`src/rtl/lrac_regs.svh`:
```
`ifndef LRAC_REGS_SVH
`define LRAC_REGS_SVH
// Register page addresses
`define LRAC_A_SEC   10'h200
`define LRAC_A_MIN   10'h201
`define LRAC_A_HR    10'h202
`define LRAC_A_DOW   10'h203
`define LRAC_A_DATE  10'h204
`define LRAC_A_MON   10'h205
`define LRAC_A_YR    10'h206
`define LRAC_A_ALS   10'h207
`define LRAC_A_ALM   10'h208
`define LRAC_A_ALH   10'h209
`define LRAC_A_ALD   10'h20a
`define LRAC_A_TLO   10'h20b
`define LRAC_A_THI   10'h20c
`define LRAC_A_RATE  10'h20d
`define LRAC_A_CTRL  10'h20e
`define LRAC_A_TEMP  10'h211
// Writable bits; the rest read as zero
`define LRAC_WM_SEC  8'h7f
`define LRAC_WM_HR   8'h7f
`define LRAC_WM_DOW  8'h07
`define LRAC_WM_DATE 8'h3f
`define LRAC_WM_MON  8'h9f
`define LRAC_WM_ALD  8'h87
`define LRAC_WM_CTRL 8'hdf
// Bit positions
`define LRAC_HR_FMT  6
`define LRAC_HR_PM   5
`define LRAC_CENTURY_FLAG    7
`define LRAC_MASK    7
`define LRAC_C_OSC   7
`define LRAC_C_CLR   6
`define LRAC_C_ZERO  5
`define LRAC_C_INH   4
`define LRAC_C_WRAP  3
`define LRAC_C_LOW   2
`define LRAC_C_HIGH  1
`define LRAC_C_TMR   0
// Reset values
`define LRAC_RST_ZERO 8'h00
`define LRAC_RST_ONE  8'h01
// Calendar limits, BCD
`define LRAC_BCD_9   4'h9
`define LRAC_B59     7'h59
`define LRAC_H23     6'h23
`define LRAC_H12     5'h12
`define LRAC_H11     5'h11
`define LRAC_H01     5'h01
`define LRAC_DOW_MAX 3'h7
`define LRAC_DOW_MIN 3'h1
`define LRAC_M_FEB   5'h02
`define LRAC_M_APR   5'h04
`define LRAC_M_JUN   5'h06
`define LRAC_M_SEP   5'h09
`define LRAC_M_NOV   5'h11
`define LRAC_M_DEC   5'h12
`define LRAC_M_JAN   5'h01
`define LRAC_D28     6'h28
`define LRAC_D29     6'h29
`define LRAC_D30     6'h30
`define LRAC_D31     6'h31
`define LRAC_D01     6'h01
`define LRAC_Y99     8'h99
// Temperature code limits
`define LRAC_T_MIN   8'h00
`define LRAC_T_MAX   8'hfa
// Timing
`define LRAC_CLK_NS  100
`define LRAC_SEC_NS  1000000000
`endif

```
`src/rtl/lrac_pkg.sv`:
```
package lrac_pkg;
    typedef enum logic {
        LRAC_IDLE,
        LRAC_MISSION
    } lrac_mission_type;

    typedef struct packed {
        logic [23:0]      div;
        logic [7:0]       sec;
        logic [7:0]       min;
        logic [7:0]       hr;
        logic [7:0]       dow;
        logic [7:0]       date;
        logic [7:0]       mon;
        logic [7:0]       yr;
        logic [3:0][7:0]  al;
        logic [7:0]       tlo;
        logic [7:0]       thi;
        logic [7:0]       rate;
        logic [7:0]       ctrl;
        logic [7:0]       temp;
        logic [7:0]       rdata;
        logic             timer_alarm_flag;
        logic             chk;
        logic             alarm_p;
        logic             start_p;
        logic             end_p;
        lrac_mission_type mission;
    } lrac_state_type;
endpackage

```
`src/rtl/lrac_top.sv`:
```
`timescale 1ns/10ps
`default_nettype none
`include "lrac_regs.svh"

module lrac_top #(
    parameter int SEC_CYCLES = `LRAC_SEC_NS / `LRAC_CLK_NS
) (
    input  wire logic                   clk_sys_i,
    input  wire logic                   rst_i,
    input  wire logic [9:0]             reg_addr_i,
    input  wire logic                   reg_wr_i,
    input  wire logic [7:0]             reg_wdata_i,
    input  wire logic                   reg_rd_i,
    input  wire logic                   memory_cleared_i,
    input  wire logic                   taf_clear_i,
    input  wire logic                   conv_valid_i,
    input  wire logic signed [9:0]      conv_code_i,
    output logic [7:0]                  reg_rdata_o,
    output logic                        timer_alarm_flag_o,
    output logic                        alarm_pulse_o,
    output logic                        cond_search_o,
    output lrac_pkg::lrac_mission_type  mission_state_o,
    output logic                        mission_start_o,
    output logic                        mission_end_o,
    output logic [7:0]                  sample_interval_o,
    output logic [7:0]                  low_thresh_o,
    output logic [7:0]                  high_thresh_o,
    output logic                        clear_arm_o,
    output logic                        log_wrap_o,
    output logic                        low_search_o,
    output logic                        high_search_o
);
    import lrac_pkg::*;

    ////////////////////////////////////////////////////////////////////
    localparam lrac_state_type RST = '{
        div: 24'h0, sec: `LRAC_RST_ZERO, min: `LRAC_RST_ZERO,
        hr: `LRAC_RST_ZERO, dow: `LRAC_RST_ONE, date: `LRAC_RST_ONE,
        mon: `LRAC_RST_ONE, yr: `LRAC_RST_ZERO, al: 32'h0,
        tlo: `LRAC_RST_ZERO, thi: `LRAC_RST_ZERO, rate: `LRAC_RST_ZERO,
        ctrl: `LRAC_RST_ZERO, temp: `LRAC_RST_ZERO, rdata: `LRAC_RST_ZERO,
        timer_alarm_flag: 1'b0, chk: 1'b0, alarm_p: 1'b0, start_p: 1'b0, end_p: 1'b0,
        mission: LRAC_IDLE};

    lrac_state_type s_ff;
    lrac_state_type nxt_s;
    logic           tick;
    logic           hr_step;
    logic           day_carry;
    logic           match;
    logic           wr_rate;
    logic           wr_ctrl;
    logic           start_ok;

    function automatic logic [7:0] bcd_inc(input logic [7:0] v);
        bcd_inc = (v[3:0] >= `LRAC_BCD_9) ? {v[7:4] + 4'h1, 4'h0}
                                          : {v[7:4], v[3:0] + 4'h1};
    endfunction

    // Year 00 counts as leap, no century exception
    function automatic logic is_leap(input logic [7:0] y);
        if (y[4]) begin
            is_leap = (y[3:0] == 4'h2) || (y[3:0] == 4'h6);
        end else begin
            is_leap = (y[3:0] == 4'h0) || (y[3:0] == 4'h4) || (y[3:0] == 4'h8);
        end
    endfunction

    function automatic logic [5:0] month_days(input logic [4:0] m,
                                              input logic       leap);
        if (m == `LRAC_M_FEB) begin
            month_days = leap ? `LRAC_D29 : `LRAC_D28;
        end else if (m == `LRAC_M_APR || m == `LRAC_M_JUN ||
                     m == `LRAC_M_SEP || m == `LRAC_M_NOV) begin
            month_days = `LRAC_D30;
        end else begin
            month_days = `LRAC_D31;
        end
    endfunction

    ////////////////////////////////////////////////////////////////////
    // Halted oscillator freezes the whole calendar
    assign tick = !s_ff.ctrl[`LRAC_C_OSC] && (s_ff.div == 24'(SEC_CYCLES - 1));
    // Unrelated host writes must not swallow the day carry
    assign hr_step = tick && s_ff.sec[6:0] == `LRAC_B59
                     && s_ff.min[6:0] == `LRAC_B59;
    // Day rolls over only at the 11 PM to 12 AM step
    assign day_carry = hr_step && (s_ff.hr[`LRAC_HR_FMT]
                       ? (s_ff.hr[4:0] == `LRAC_H11 && s_ff.hr[`LRAC_HR_PM])
                       : (s_ff.hr[5:0] == `LRAC_H23));
    // Set mask bit drops the field from the compare
    assign match = (s_ff.al[0][`LRAC_MASK] || s_ff.al[0][6:0] == s_ff.sec[6:0])
                && (s_ff.al[1][`LRAC_MASK] || s_ff.al[1][6:0] == s_ff.min[6:0])
                && (s_ff.al[2][`LRAC_MASK] || s_ff.al[2][6:0] == s_ff.hr[6:0])
                && (s_ff.al[3][`LRAC_MASK] || s_ff.al[3][2:0] == s_ff.dow[2:0]);
    assign wr_rate = reg_wr_i && reg_addr_i == `LRAC_A_RATE;
    assign wr_ctrl = reg_wr_i && reg_addr_i == `LRAC_A_CTRL;
    // Start needs cleared memory and inhibit low
    assign start_ok = reg_wdata_i != `LRAC_RST_ZERO && memory_cleared_i
                      && !s_ff.ctrl[`LRAC_C_INH];

    always_comb begin
        logic [7:0] h12;
        logic [7:0] h24;
        logic [7:0] mi;
        logic [5:0] lim;
        h12 = bcd_inc({3'h0, s_ff.hr[4:0]});
        h24 = bcd_inc({2'h0, s_ff.hr[5:0]});
        mi = bcd_inc({3'h0, s_ff.mon[4:0]});
        lim = month_days(s_ff.mon[4:0], is_leap(s_ff.yr));
        nxt_s = s_ff;
        nxt_s.alarm_p = 1'b0;
        nxt_s.start_p = 1'b0;
        nxt_s.end_p = 1'b0;
        nxt_s.chk = tick;
        if (!s_ff.ctrl[`LRAC_C_OSC]) begin
            nxt_s.div = tick ? 24'h0 : s_ff.div + 24'h1;
        end
        // BCD carry chain on each second
        if (tick) begin
            if (s_ff.sec[6:0] == `LRAC_B59) begin
                nxt_s.sec = `LRAC_RST_ZERO;
                if (s_ff.min[6:0] == `LRAC_B59) begin
                    nxt_s.min = `LRAC_RST_ZERO;
                    if (s_ff.hr[`LRAC_HR_FMT]) begin
                        if (s_ff.hr[4:0] == `LRAC_H12) begin
                            nxt_s.hr = {s_ff.hr[7:5], `LRAC_H01};
                        end else if (s_ff.hr[4:0] == `LRAC_H11) begin
                            nxt_s.hr = {s_ff.hr[7:6], ~s_ff.hr[5], `LRAC_H12};
                        end else begin
                            nxt_s.hr = {s_ff.hr[7:5], h12[4:0]};
                        end
                    end else if (s_ff.hr[5:0] == `LRAC_H23) begin
                        // Bit 5 is the twenty-hours digit here
                        nxt_s.hr = {s_ff.hr[7:6], 6'h0};
                    end else begin
                        nxt_s.hr = {s_ff.hr[7:6], h24[5:0]};
                    end
                end else begin
                    nxt_s.min = bcd_inc(s_ff.min);
                end
            end else begin
                nxt_s.sec = bcd_inc(s_ff.sec);
            end
        end
        if (day_carry) begin
            if (s_ff.dow[2:0] == `LRAC_DOW_MAX) begin
                nxt_s.dow = {5'h0, `LRAC_DOW_MIN};
            end else begin
                nxt_s.dow = s_ff.dow + 8'h1;
            end
            if (s_ff.date[5:0] == lim) begin
                nxt_s.date = {2'h0, `LRAC_D01};
                if (s_ff.mon[4:0] == `LRAC_M_DEC) begin
                    nxt_s.mon = {s_ff.mon[7:5], `LRAC_M_JAN};
                    if (s_ff.yr == `LRAC_Y99) begin
                        nxt_s.yr = `LRAC_RST_ZERO;
                        nxt_s.mon[`LRAC_CENTURY_FLAG] = ~s_ff.mon[`LRAC_CENTURY_FLAG];
                    end else begin
                        nxt_s.yr = bcd_inc(s_ff.yr);
                    end
                end else begin
                    nxt_s.mon = {s_ff.mon[7:5], mi[4:0]};
                end
            end else begin
                nxt_s.date = bcd_inc(s_ff.date);
            end
        end
        if (taf_clear_i) begin
            nxt_s.timer_alarm_flag = 1'b0;
        end
        // Compared one cycle after the update
        if (s_ff.chk && match) begin
            nxt_s.alarm_p = 1'b1;
            nxt_s.timer_alarm_flag = 1'b1;
        end
        if (conv_valid_i) begin
            if (conv_code_i < 10'sh0) begin
                nxt_s.temp = `LRAC_T_MIN;
            end else if (conv_code_i > $signed({2'h0, `LRAC_T_MAX})) begin
                nxt_s.temp = `LRAC_T_MAX;
            end else begin
                nxt_s.temp = conv_code_i[7:0];
            end
        end
        // Host writes take priority over counting
        // Fixed zero bits masked on write
        if (reg_wr_i) begin
            case (reg_addr_i)
                `LRAC_A_SEC: begin
                    nxt_s.sec = reg_wdata_i & `LRAC_WM_SEC;
                end
                `LRAC_A_MIN: begin
                    nxt_s.min = reg_wdata_i & `LRAC_WM_SEC;
                end
                `LRAC_A_HR: begin
                    nxt_s.hr = reg_wdata_i & `LRAC_WM_HR;
                end
                `LRAC_A_DOW: begin
                    nxt_s.dow = reg_wdata_i & `LRAC_WM_DOW;
                end
                `LRAC_A_DATE: begin
                    nxt_s.date = reg_wdata_i & `LRAC_WM_DATE;
                end
                `LRAC_A_MON: begin
                    nxt_s.mon = reg_wdata_i & `LRAC_WM_MON;
                end
                `LRAC_A_YR: begin
                    nxt_s.yr = reg_wdata_i;
                end
                `LRAC_A_ALS: begin
                    nxt_s.al[0] = reg_wdata_i;
                end
                `LRAC_A_ALM: begin
                    nxt_s.al[1] = reg_wdata_i;
                end
                `LRAC_A_ALH: begin
                    nxt_s.al[2] = reg_wdata_i;
                end
                `LRAC_A_ALD: begin
                    nxt_s.al[3] = reg_wdata_i & `LRAC_WM_ALD;
                end
                `LRAC_A_TLO: begin
                    nxt_s.tlo = reg_wdata_i;
                end
                `LRAC_A_THI: begin
                    nxt_s.thi = reg_wdata_i;
                end
                `LRAC_A_RATE: begin
                    nxt_s.rate = reg_wdata_i;
                end
                `LRAC_A_CTRL: begin
                    // Bit 5 never stores a one
                    nxt_s.ctrl = reg_wdata_i & `LRAC_WM_CTRL;
                end
                default: begin
                end
            endcase
        end
        unique case (s_ff.mission)
            LRAC_IDLE: begin
                if (wr_rate && start_ok) begin
                    nxt_s.mission = LRAC_MISSION;
                    nxt_s.start_p = 1'b1;
                end
            end
            LRAC_MISSION: begin
                if (wr_ctrl) begin
                    nxt_s.mission = LRAC_IDLE;
                    nxt_s.end_p = 1'b1;
                end
            end
        endcase
        // Read data lands one cycle after the strobe
        if (reg_rd_i) begin
            case (reg_addr_i)
                `LRAC_A_SEC:  nxt_s.rdata = s_ff.sec;
                `LRAC_A_MIN:  nxt_s.rdata = s_ff.min;
                `LRAC_A_HR:   nxt_s.rdata = s_ff.hr;
                `LRAC_A_DOW:  nxt_s.rdata = s_ff.dow;
                `LRAC_A_DATE: nxt_s.rdata = s_ff.date;
                `LRAC_A_MON:  nxt_s.rdata = s_ff.mon;
                `LRAC_A_YR:   nxt_s.rdata = s_ff.yr;
                `LRAC_A_ALS:  nxt_s.rdata = s_ff.al[0];
                `LRAC_A_ALM:  nxt_s.rdata = s_ff.al[1];
                `LRAC_A_ALH:  nxt_s.rdata = s_ff.al[2];
                `LRAC_A_ALD:  nxt_s.rdata = s_ff.al[3];
                `LRAC_A_TLO:  nxt_s.rdata = s_ff.tlo;
                `LRAC_A_THI:  nxt_s.rdata = s_ff.thi;
                `LRAC_A_RATE: nxt_s.rdata = s_ff.rate;
                `LRAC_A_CTRL: nxt_s.rdata = s_ff.ctrl;
                // Same code format as logged samples
                `LRAC_A_TEMP: nxt_s.rdata = s_ff.temp;
                default:      nxt_s.rdata = `LRAC_RST_ZERO;
            endcase
        end
    end

    always_ff @(posedge clk_sys_i) begin
        if (rst_i) begin
            s_ff <= RST;
        end else begin
            s_ff <= nxt_s;
        end
    end

    ////////////////////////////////////////////////////////////////////
    assign reg_rdata_o = s_ff.rdata;
    assign timer_alarm_flag_o = s_ff.timer_alarm_flag;
    assign alarm_pulse_o = s_ff.alarm_p;
    // Timer search follows the alarm flag
    assign cond_search_o = s_ff.ctrl[`LRAC_C_TMR] && s_ff.timer_alarm_flag;
    assign mission_state_o = s_ff.mission;
    assign mission_start_o = s_ff.start_p;
    assign mission_end_o = s_ff.end_p;
    // Interval in minutes for the logger
    assign sample_interval_o = s_ff.rate;
    assign low_thresh_o = s_ff.tlo;
    assign high_thresh_o = s_ff.thi;
    assign clear_arm_o = s_ff.ctrl[`LRAC_C_CLR];
    assign log_wrap_o = s_ff.ctrl[`LRAC_C_WRAP];
    assign low_search_o = s_ff.ctrl[`LRAC_C_LOW];
    assign high_search_o = s_ff.ctrl[`LRAC_C_HIGH];
endmodule
`default_nettype wire

```
`config.mk`:
```
export PLATFORM = sky130hd
export DESIGN_NAME = lrac_top
export DESIGN_NICKNAME = d
export VERILOG_FILES = /design/src/rtl/lrac_pkg.sv /design/src/rtl/lrac_top.sv
export VERILOG_INCLUDE_DIRS = /design/src /design/src/rtl
export SDC_FILE = /design/constraint.sdc
export NUM_CORES = 1
export LEC_CHECK = 0
export CORE_MARGIN = 8
export CORE_UTILIZATION = 50
export DETAILED_ROUTE_END_ITERATION = 6
export DONT_BUFFER_PORTS = 1
export HOLD_SLACK_MARGIN = 0.12
export SLEW_MARGIN = 20
export SYNTH_ARGS = -nofsm -noshare
export SYNTH_HDL_FRONTEND = slang
export SYNTH_SLANG_ARGS = --single-unit
```
`constraint.sdc`:
```
create_clock -name clk_sys_i -period 7.85 [get_ports clk_sys_i]
set_input_delay 0.3925 -clock clk_sys_i [delete_from_list [all_inputs] [get_ports clk_sys_i]]
set_output_delay 0.3925 -clock clk_sys_i [all_outputs]
set_load 0.005 [all_outputs]
```
======== After elaboration in Yosys (flattened, before gate mapping) ========
Cells that the tools add are included.
cells by class
  add/sub/neg operators ................... 15
  equal/unequal tests ..................... 39
  reductions and logical operators ........ 40
  $lt $le $gt $ge ......................... 8
  multiplexer cells ....................... 55
  bitwise logic cells ..................... 3
operators by type and width
  cell                     count
  $mux W8                  28
  $eq A10 B10 Y1 const B   16
  $pmux W8 S16             1
  $mux W120                1
  $mux W24                 2
  $add A4 B1 Y4 const B    10
  $mux W16                 2
  $mux W32                 1
  $mux W6                  5
  $add A24 B1 Y24 const B  1
  $eq A24 B24 Y1 const B   1
  $ge A4 B4 Y1 const B     6
  $eq A7 B7 Y1             3
  $eq A5 B5 Y1 const B     4
  $reduce_and A2 Y1        8
  $logic_and A1 B1 Y1      15
  $eq A7 B7 Y1 const B     2
  $mux W7                  2
  $eq A5 B3 Y1 const B     2
  $gt A10 B9 Y1 const B    1
  $logic_or A1 B1 Y1       10
  $lt A10 B1 Y1 const B    1
  $mux W5                  2
  $mux W1                  9
  21 further kinds         27
storage, ports and cells
  word-level logic and storage cells ...... 184
  register bits after elaboration ......... 161
  output and inout bits ................... 42
  input bits .............................. 35

======== Longest topological paths before layout ========
Gate-level depths: netlist of the first run.
  word-level depth ........................ 11
  gate-level depth with buffers ........... 11
  depth with buffers taken out ............ 9

======== Least setup slack after synthesis of the first run ========
Ideal clock, no wire load.
  kind .................................... register to register
  from .................................... register s_ff[118] (netlist bit)
  to ...................................... register s_ff[88] (netlist bit)
  data required time ...................... 7.710 ns
  cell stages (with the launch flop) ...... 10
  setup slack ............................. 5.247 ns
  path buffers ............................ 1
  clock period less this slack ............ 2.603 ns
  data arrival time ....................... 2.463 ns
  path through ............................ dfxtp_1 -> ha_1 -> nor4bb_1 -> ha_1 -> nor2b_1 -> nor3b_2 -> nand3_1 -> clkbuf_1 -> o311ai_1 -> o221ai_1
on the way
  word-level cells in the longest chain between the ends .. 7
  elaborated cells between the ends (all ways) .. 8
  classes of those cells .................. eq/ne (2); mux (4); reduce/logical (2)
RTL lines
  what                           RTL line         source
  start, declared                lrac_top.sv:45   lrac_state_type s_ff;
  start signal, assigned         lrac_top.sv:283  s_ff <= nxt_s;
  $eq A5 B5 Y1 (no source line)  -
  $logic_and A1 B1 Y1            lrac_top.sv:89   ? (s_ff.hr[4:0] == `LRAC_H11 && s_ff.hr[`LRAC_HR_PM])
  $mux W1 (*)                    lrac_top.sv:88   assign day_carry = hr_step && (s_ff.hr[`LRAC_HR_FMT]
  $logic_and A1 B1 Y1 (*)        lrac_top.sv:88
  $mux W32 (*)                   lrac_top.sv:146  if (day_carry) begin
  $mux W8                        lrac_top.sv:189  case (reg_addr_i)
  $mux W120 (*)                  lrac_top.sv:188  if (reg_wr_i) begin
Mark *: on every way between the ends. The rest lies on a longest branch, timed or not.
A chain may end at the register's enable or synchronous reset.

======== Final worst setup path of the first run ========
  from .................................... register s_ff[118] (netlist bit)
  to ...................................... register s_ff[97] (netlist bit)
Same word-level chain as after synthesis.

==> impl_metrics.tcl, run 1 <==
set metrics [dict create \
    outcome "finished, final reports clean" \
    drcViolationCount 0 \
    grt_pass1_vias 8094 \
    insertion_delay_ns 0.44 \
    grt_setup_unrepaired "false" \
    nets 1164 \
    syn_inst 1158 \
    p_per_area_nw_per_um2 174.1 \
    ys_types 80 \
    grt-ovfl-total 0 \
    wire_per_inst_um 23.83 \
    top_usage_layer "met2" \
    cts.sinks 158 \
    ir_worst_vdd_v 0.0001476 \
    cts_buffers 17 \
    grtUsageTotal_pct 26.99 \
    postCtsSetupBuffers 0 \
    clk_pin_slew_ns 0.07 \
    max_cap_viol_count 0 \
    grt.met3_usage_pct 6.783 \
    worstPathRequired_ns 8.19 \
    dr_total_vias 8744 \
    slowest_delay_ns 0.64 \
    drive_above_1_share_pct 6.041 \
    syn_area_per_cell_um2 8.186 \
    synth_edf_count 0 \
    fp.dieH_um 153.7 \
    synth_seq_cells 158 \
    synth_seq_area_share_pct 33.37 \
    grt_pass1_wl_mm 49.62 \
    routed_wl_mm 32.00 \
    layout_worst_path_cycle_share_pct 43.28 \
    synth_top_family_by_area "simple AND/OR/NAND/NOR gates" \
    path_class "reg -> reg" \
    postRouteAntennaNets 0 \
    async_flop_share_pct 0 \
    diodes 0 \
    syn-cell-area_um2 9479 \
    place_hpwl_mm 21.15 \
    crit_path_top_delay_cell "nor4bb_1" \
    worst_pin_slew_ns 0.8234 \
    io_buffer_count 0 \
    end_kind "flip-flop" \
    clk_path_buf_depth 2 \
    muxShareOfSynthArea_pct 8.395 \
    die_area_um2 23620 \
    clock.fmax_ghz 0.2943 \
    final_area_um2 10090 \
    finalHoldViolCount 0 \
    crit_top_cell "ha_1" \
    synth_xor_area_share_pct 5.267 \
    die-width_um 153.7 \
    core_area_um2 18640 \
    cp_data_arrival_time_ns 3.74 \
    grt_max_degree 113 \
    skew_ns 0.01302 \
    finish.utilization_pct 54.15 \
    cts_tree "built" \
    grt_antenna_before_repair 0 \
    synthSimpleGateAreaFrac_pct 25.59 \
    gr-usage-met2_pct 40.13 \
    syn-num-nets 1226 \
    start_util_pct 50.85 \
    drtIter0Drc 1093 \
    synthFlopType "dfxtp_1" \
    relSlewSlack_pct 44.94 \
    met1_usage_pct 36.03 \
    fin_crit_ns 3.398 \
    syn2layout_area_growth_pct 6.494 \
    crit_fanout 15 \
    synth-compound-area-share_pct 16.30 \
    dpl_cell_area_um2 9293 \
    finalSetupViolations 0 \
    cts-root-buf "clkbuf_16" \
    drtPass1Iterations 5 \
    cts.htree.levels 4 \
    slew_viol_final 0 \
    p_leak_uw 0.003650 \
    start_kind "flip-flop" \
    ys_warn_count 0 \
    place_congestion 0.9199 \
    post_drt_via_cell_ratio 6.511 \
    tns_ns 0 \
    synthAdderAreaFrac_pct 4.356 \
    hold_path_class "in -> reg" \
    worstPathCellList "ha_1, nor4bb_1, ha_1, nor2b_1, nor3b_2, buf_4, nand3_1, o31a_1, a221oi_1" \
    ios 77 \
    core.rowCount 50 \
]
[state kept, by name, indices dropped and copies added (netlist names)]
name and flops:
s_ff 117, high_thresh_o 8, low_thresh_o 8, reg_rdata_o 8
sample_interval_o 8, alarm_pulse_o 1, clear_arm_o 1, high_search_o 1
log_wrap_o 1, low_search_o 1, mission_end_o 1, mission_start_o 1
mission_state_o 1, timer_alarm_flag_o 1
[metal layers]
layer  wire length, µm  share of wire [%]  up-vias
met2             13700                 43      419
li1                  -                  -     4025
met1             13950                 44     4199
met3              2832                8.9      101
met4              1513                4.7        0
met5                 0                  0        -
[power by group]
group          total (µW)  switching, µW  internal [µW]  leakage, µW
Combinational        77.2           49.3           27.9      0.00207
Clock                 867            429            438     0.000303
Sequential            813           7.16            806      0.00127
[metrics by stage]
stage / cells / power (µW) / hold WS, ns / worst slack [ns]
after detailed placement: 1296 / 878.5 / 0.4664 / 4.543
after global placement: 1296 / 878.5 / 0.4612 / 4.594
after global routing: 1343 / 1809 / 0.1218 / 4.286
after CTS: 1343 / 1769 / 0.1215 / 4.503
after floorplan: 1158 / 887.7 / 0.4451 / 5.247
final: 1343 / 1758 / 0.1297 / 4.452
[cell usage after synthesis, types with 16 or more instances]
cell type | instances | area share [%]
inv_1 | 24 | 0.95
a21oi_1 | 63 | 3.3
o21ai_0 | 32 | 1.7
buf_4 | 32 | 2.5
nand4_1 | 22 | 1.5
xor2_1 | 35 | 3.2
xnor2_1 | 22 | 2.0
nor2_1 | 149 | 5.9
dfxtp_1 | 158 | 33
nand3_1 | 67 | 3.5
a311oi_1 | 16 | 1.5
nand2_1 | 110 | 4.4
mux2i_1 | 57 | 6.0
clkbuf_1 | 46 | 1.8
nor2b_1 | 18 | 1.2
ha_1 | 33 | 4.4
[final cells by class]
class | count | area (µm²)
tap | 234 | 292.8
sequential | 158 | 3163
multi-input combinational | 871 | 5679
timing repair buffer | 24 | 235.2
inverter | 24 | 90.09
fill | 1805 | 8548
clock inverter | 15 | 209.0
clock buffer | 17 | 425.4
[worst paths after layout]
| check | from | to | slack [ns] | depth (start not counted) |
|---|---|---|---|---|
| worst max-delay path | s_ff[118]$_SDFF_PP0_ | s_ff[97]$_SDFF_PP0_ | 4.45 | 9 |
| worst min-delay path | conv_valid_i | s_ff[21]$_SDFFE_PP0P_ | 0.13 | 2 |
| worst max register to register | s_ff[118]$_SDFF_PP0_ | s_ff[97]$_SDFF_PP0_ | 4.45 | 9 |
| worst min register to register | s_ff[26]$_SDFFE_PP0P_ | s_ff[26]$_SDFFE_PP0P_ | 0.49 | 2 |
[timing repair]
item                                   4_1_cts  5_1_grt
endpoints found under the hold margin      116        0
hold buffers                                15        0
resized for setup                            0        0
[placed cells by master, fill, tap and decap left out, types with 24 or more instances in the layout]
| cell type | instances |
|---|---|
| inv_1 | 24 |
| dfxtp_1 | 158 |
| ha_1 | 33 |
| mux2i_1 | 57 |
| nand3_1 | 67 |
| nor2_1 | 149 |
| xor2_1 | 35 |
| a21oi_1 | 63 |
| nand2_1 | 110 |
| o21ai_0 | 32 |
[critical path, delay by kind of cell (launching register included)]
kind / cells / cell delay (ns)
buffers and inverters: 1 / 0.22
and+or+nand+nor: 4 / 1.34
AOI/OAI and AO/OA: 2 / 0.74
adders and majority gates: 2 / 0.49
DFF: 1 / 0.50
[cell families after synthesis]
| group | Yosys count |
|---|---|
| DFF | 158 |
| AOI/OAI and AO/OA | 225 |
| xor gates and xnor gates | 57 |
| buffers and inverters | 129 |
| muxes | 72 |
| adders and majority gates | 33 |
| and+or+nand+nor | 484 |
Note: power is estimated with default switching activity, not from simulation.
==> run 2: changes to the inputs <==
Settings changed: ABC_AREA from default to 1.
Clock period 7.85 ns to 3.3 ns, I/O delays scaled along.
==> run 2 against run 1 <==
Compared with the run above:
- first-iteration DRC count fell by 8.5%
- area after synthesis rose by 4.9%
- worst hold slack improved by 0.0098 ns
- core utilization rose by 1.6 points
- clock-buffer cell count rose by 1
- die area rose by 4.4%
- combinational power rose to 2.6 times the previous value
- non-clock buffer count rose by 24
- clock power rose by 140%
- sequential share of layout area fell by 2.3 points
- final cell count rose by 33%
- largest cell class unchanged
==> impl_metrics.tcl, run 2 <==
set metrics [dict create \
    synth_top_area_share_pct 31.80 \
    cp_data_arrival_time_ns 2.92 \
    routed_wl_mm 31.82 \
    drcViolationCount 0 \
    grt_pass1_vias 8922 \
    io_buffer_count 0 \
    tns_ns 0 \
    wire_per_inst_um 17.87 \
    syn_area_per_cell_um2 6.566 \
    whs_ns 0.1395 \
    fin_crit_ns 2.597 \
    ios 77 \
    clock.fmax_ghz 0.3851 \
    grt_pass1_wl_mm 49.63 \
    p_per_area_nw_per_um2 388.3 \
    crit_fanout 18 \
    clk_pin_slew_ns 0.07 \
    die_area_um2 24660 \
    insertion_delay_ns 0.44 \
    postRouteAntennaNets 0 \
    start_kind "flip-flop" \
    yosysMostFrequentCell "nand2_1" \
    finalSetupViolations 0 \
    synth_area_leaders "dfxtp_1 (32%), nand2_1 (13%), inv_1 (8.3%)" \
    place_congestion 0.8956 \
    layout_worst_path_cycle_share_pct 78.69 \
    post_drt_via_cell_ratio 5.500 \
    synthFlopType "dfxtp_1" \
    outcome "finished, final reports clean" \
    path_class "reg -> reg" \
    cts_resized 0 \
    cts-root-buf "clkbuf_16" \
    dpl_cell_area_um2 9849 \
    ys_types 50 \
    worstPathRequired_ns 3.63 \
    core.rowCount 51 \
    start_util_pct 50.94 \
    async_flop_share_pct 0 \
    clk_path_buf_depth 2 \
    cts_tree "built" \
    core_area_um2 19530 \
    syn-cell-area_um2 9947 \
    synth_seq_area_share_pct 31.80 \
    dr_total_vias 9796 \
    final_area_um2 10890 \
    fin_ws_ns 0.7033 \
    cts_buffers 17 \
    slew_viol_final 0 \
    end_kind "flip-flop" \
    synth_edf_count 0 \
    layout_common_cells "nand2_1 (333), inv_1 (219), dfxtp_1 (158)" \
    max_cap_viol_count 0 \
    ys_warn_count 0 \
    grt_setup_unrepaired "false" \
    synthTopCellsByCount "nand2_1 (333), inv_1 (220), dfxtp_1 (158)" \
    synth_seq_cells 158 \
    holdPathStages 2 \
    yosysTopAreaCell "dfxtp_1" \
    finalHoldViolCount 0 \
    nets 1568 \
    skew_ns 0.01578 \
    hold_path_class "in -> reg" \
    cts.htree.levels 4 \
    ir_worst_vdd_v 0.0003276 \
    syn_inst 1515 \
    drive_above_1_share_pct 5.155 \
    grt_antenna_before_repair 1 \
    p_leak_uw 0.004395 \
    syn2layout_area_growth_pct 9.459 \
    layout_commonest_cell "nand2_1" \
    fp.dieH_um 157.0 \
    grt_max_degree 52 \
    largest_reg_flops 117 \
    grtUsageTotal_pct 25.82 \
    die-width_um 157.0 \
    place_hpwl_mm 22.66 \
    cts.sinks 158 \
    dp_slack_ns 0.7300 \
    relSlewSlack_pct 29.18 \
    drtPass1Iterations 6 \
    regMostFlops "s_ff" \
    grt-ovfl-total 0 \
    dp.cells 1706 \
    drtIter0Drc 1000 \
    ff2ff_path_depth 13 \
    worst_pin_slew_ns 1.059 \
    stdcell_count 1781 \
    syn-num-nets 1583 \
]
run 2: changes by cell type in the layout (fill, tap and decap cells not counted), sizes merged, moves of 16 or more:
cell / delta
a21oi: +38
a311oi: -16
dlygate4sd3: +25
inv: +204
mux2i: -57
nand2: +227
nand3: +36
nand4: +16
nor2b: -18
o21ai: +98
xor2: -17
run 2: final cells by class:
cell class                      count  area, µm²
Antenna cell                        3      7.507
Clock buffer                       18      429.2
Clock inverter                     14      183.9
Fill cell                        2010       8638
Inverter                          225      844.6
Multi-Input combinational cell   1050       5450
Sequential cell                   158       3163
Tap cell                          265      331.6
Timing Repair Buffer               48      478.0
run 2: logic make-up after synthesis:
group           after synthesis  share of synthesized area, %
buf+inv                     307                         13.41
fa+ha+maj                    33                         4.151
xor+xnor                     36                         3.170
compound gates              302                         16.88
flops                       158                         31.80
simple gates                679                         30.59
run 2: metrics by stage:
| step | total power, µW | utilization, % |
|---|---|---|
| 4_1_cts | 4241 | 55.72 |
| 3_3_place_gp | 2079 | 50.44 |
| 3_5_place_dp | 2080 | 50.44 |
| 6_report | 4228 | 55.76 |
| 5_1_grt | 4340 | 55.75 |
| 2_1_floorplan | 2076 | - |
run 2: final timing paths:
| check | from | end | slack, ns |
|---|---|---|---|
| worst max-delay path | s_ff[118]$_SDFF_PP0_ | s_ff[91]$_SDFF_PP0_ | 0.70 |
| worst min-delay path | reg_wr_i | s_ff[120]$_SDFF_PP0_ | 0.14 |
| worst max register to register | s_ff[118]$_SDFF_PP0_ | s_ff[91]$_SDFF_PP0_ | 0.70 |
| worst min register to register | s_ff[141]$_SDFF_PP0_ | s_ff[141]$_SDFF_PP0_ | 0.48 |
run 2: timing repair:
item | in CTS | in global routing
setup buffers | 0 | 0
hold buffers | 40 | 0
endpoints found under the hold margin | 127 | 0
run 2: metal layers:
layer,up-vias,track usage (%),routed length [µm]
li1,4900,-,-
met1,4510,34.92,14150
met2,339,39.59,14090
met3,47,5.374,2623
met4,0,9.927,961
met5,-,0,0
run 2: power breakdown:
| part | total, µW | internal [µW] | switching (µW) | leakage [µW] |
|---|---|---|---|---|
| clock network | 2110 | 1160 | 945 | 0.000299 |
| registers | 1920 | 1910 | 6.59 | 0.00127 |
| logic | 202 | 62.4 | 140 | 0.00282 |
run 2: worst max-delay path, cell delays in order (launching register included):
cell and delay [ns]:
dfxtp_1 0.46, ha_1 0.19, inv_1 0.05, nor3_1 0.29, ha_1 0.23, o21ai_2 0.09
nor2_4 0.13, inv_1 0.08, nor2_4 0.40, nand3_1 0.27, nand2_1 0.11, nand3_1 0.08
nand2_1 0.07, inv_1 0.04
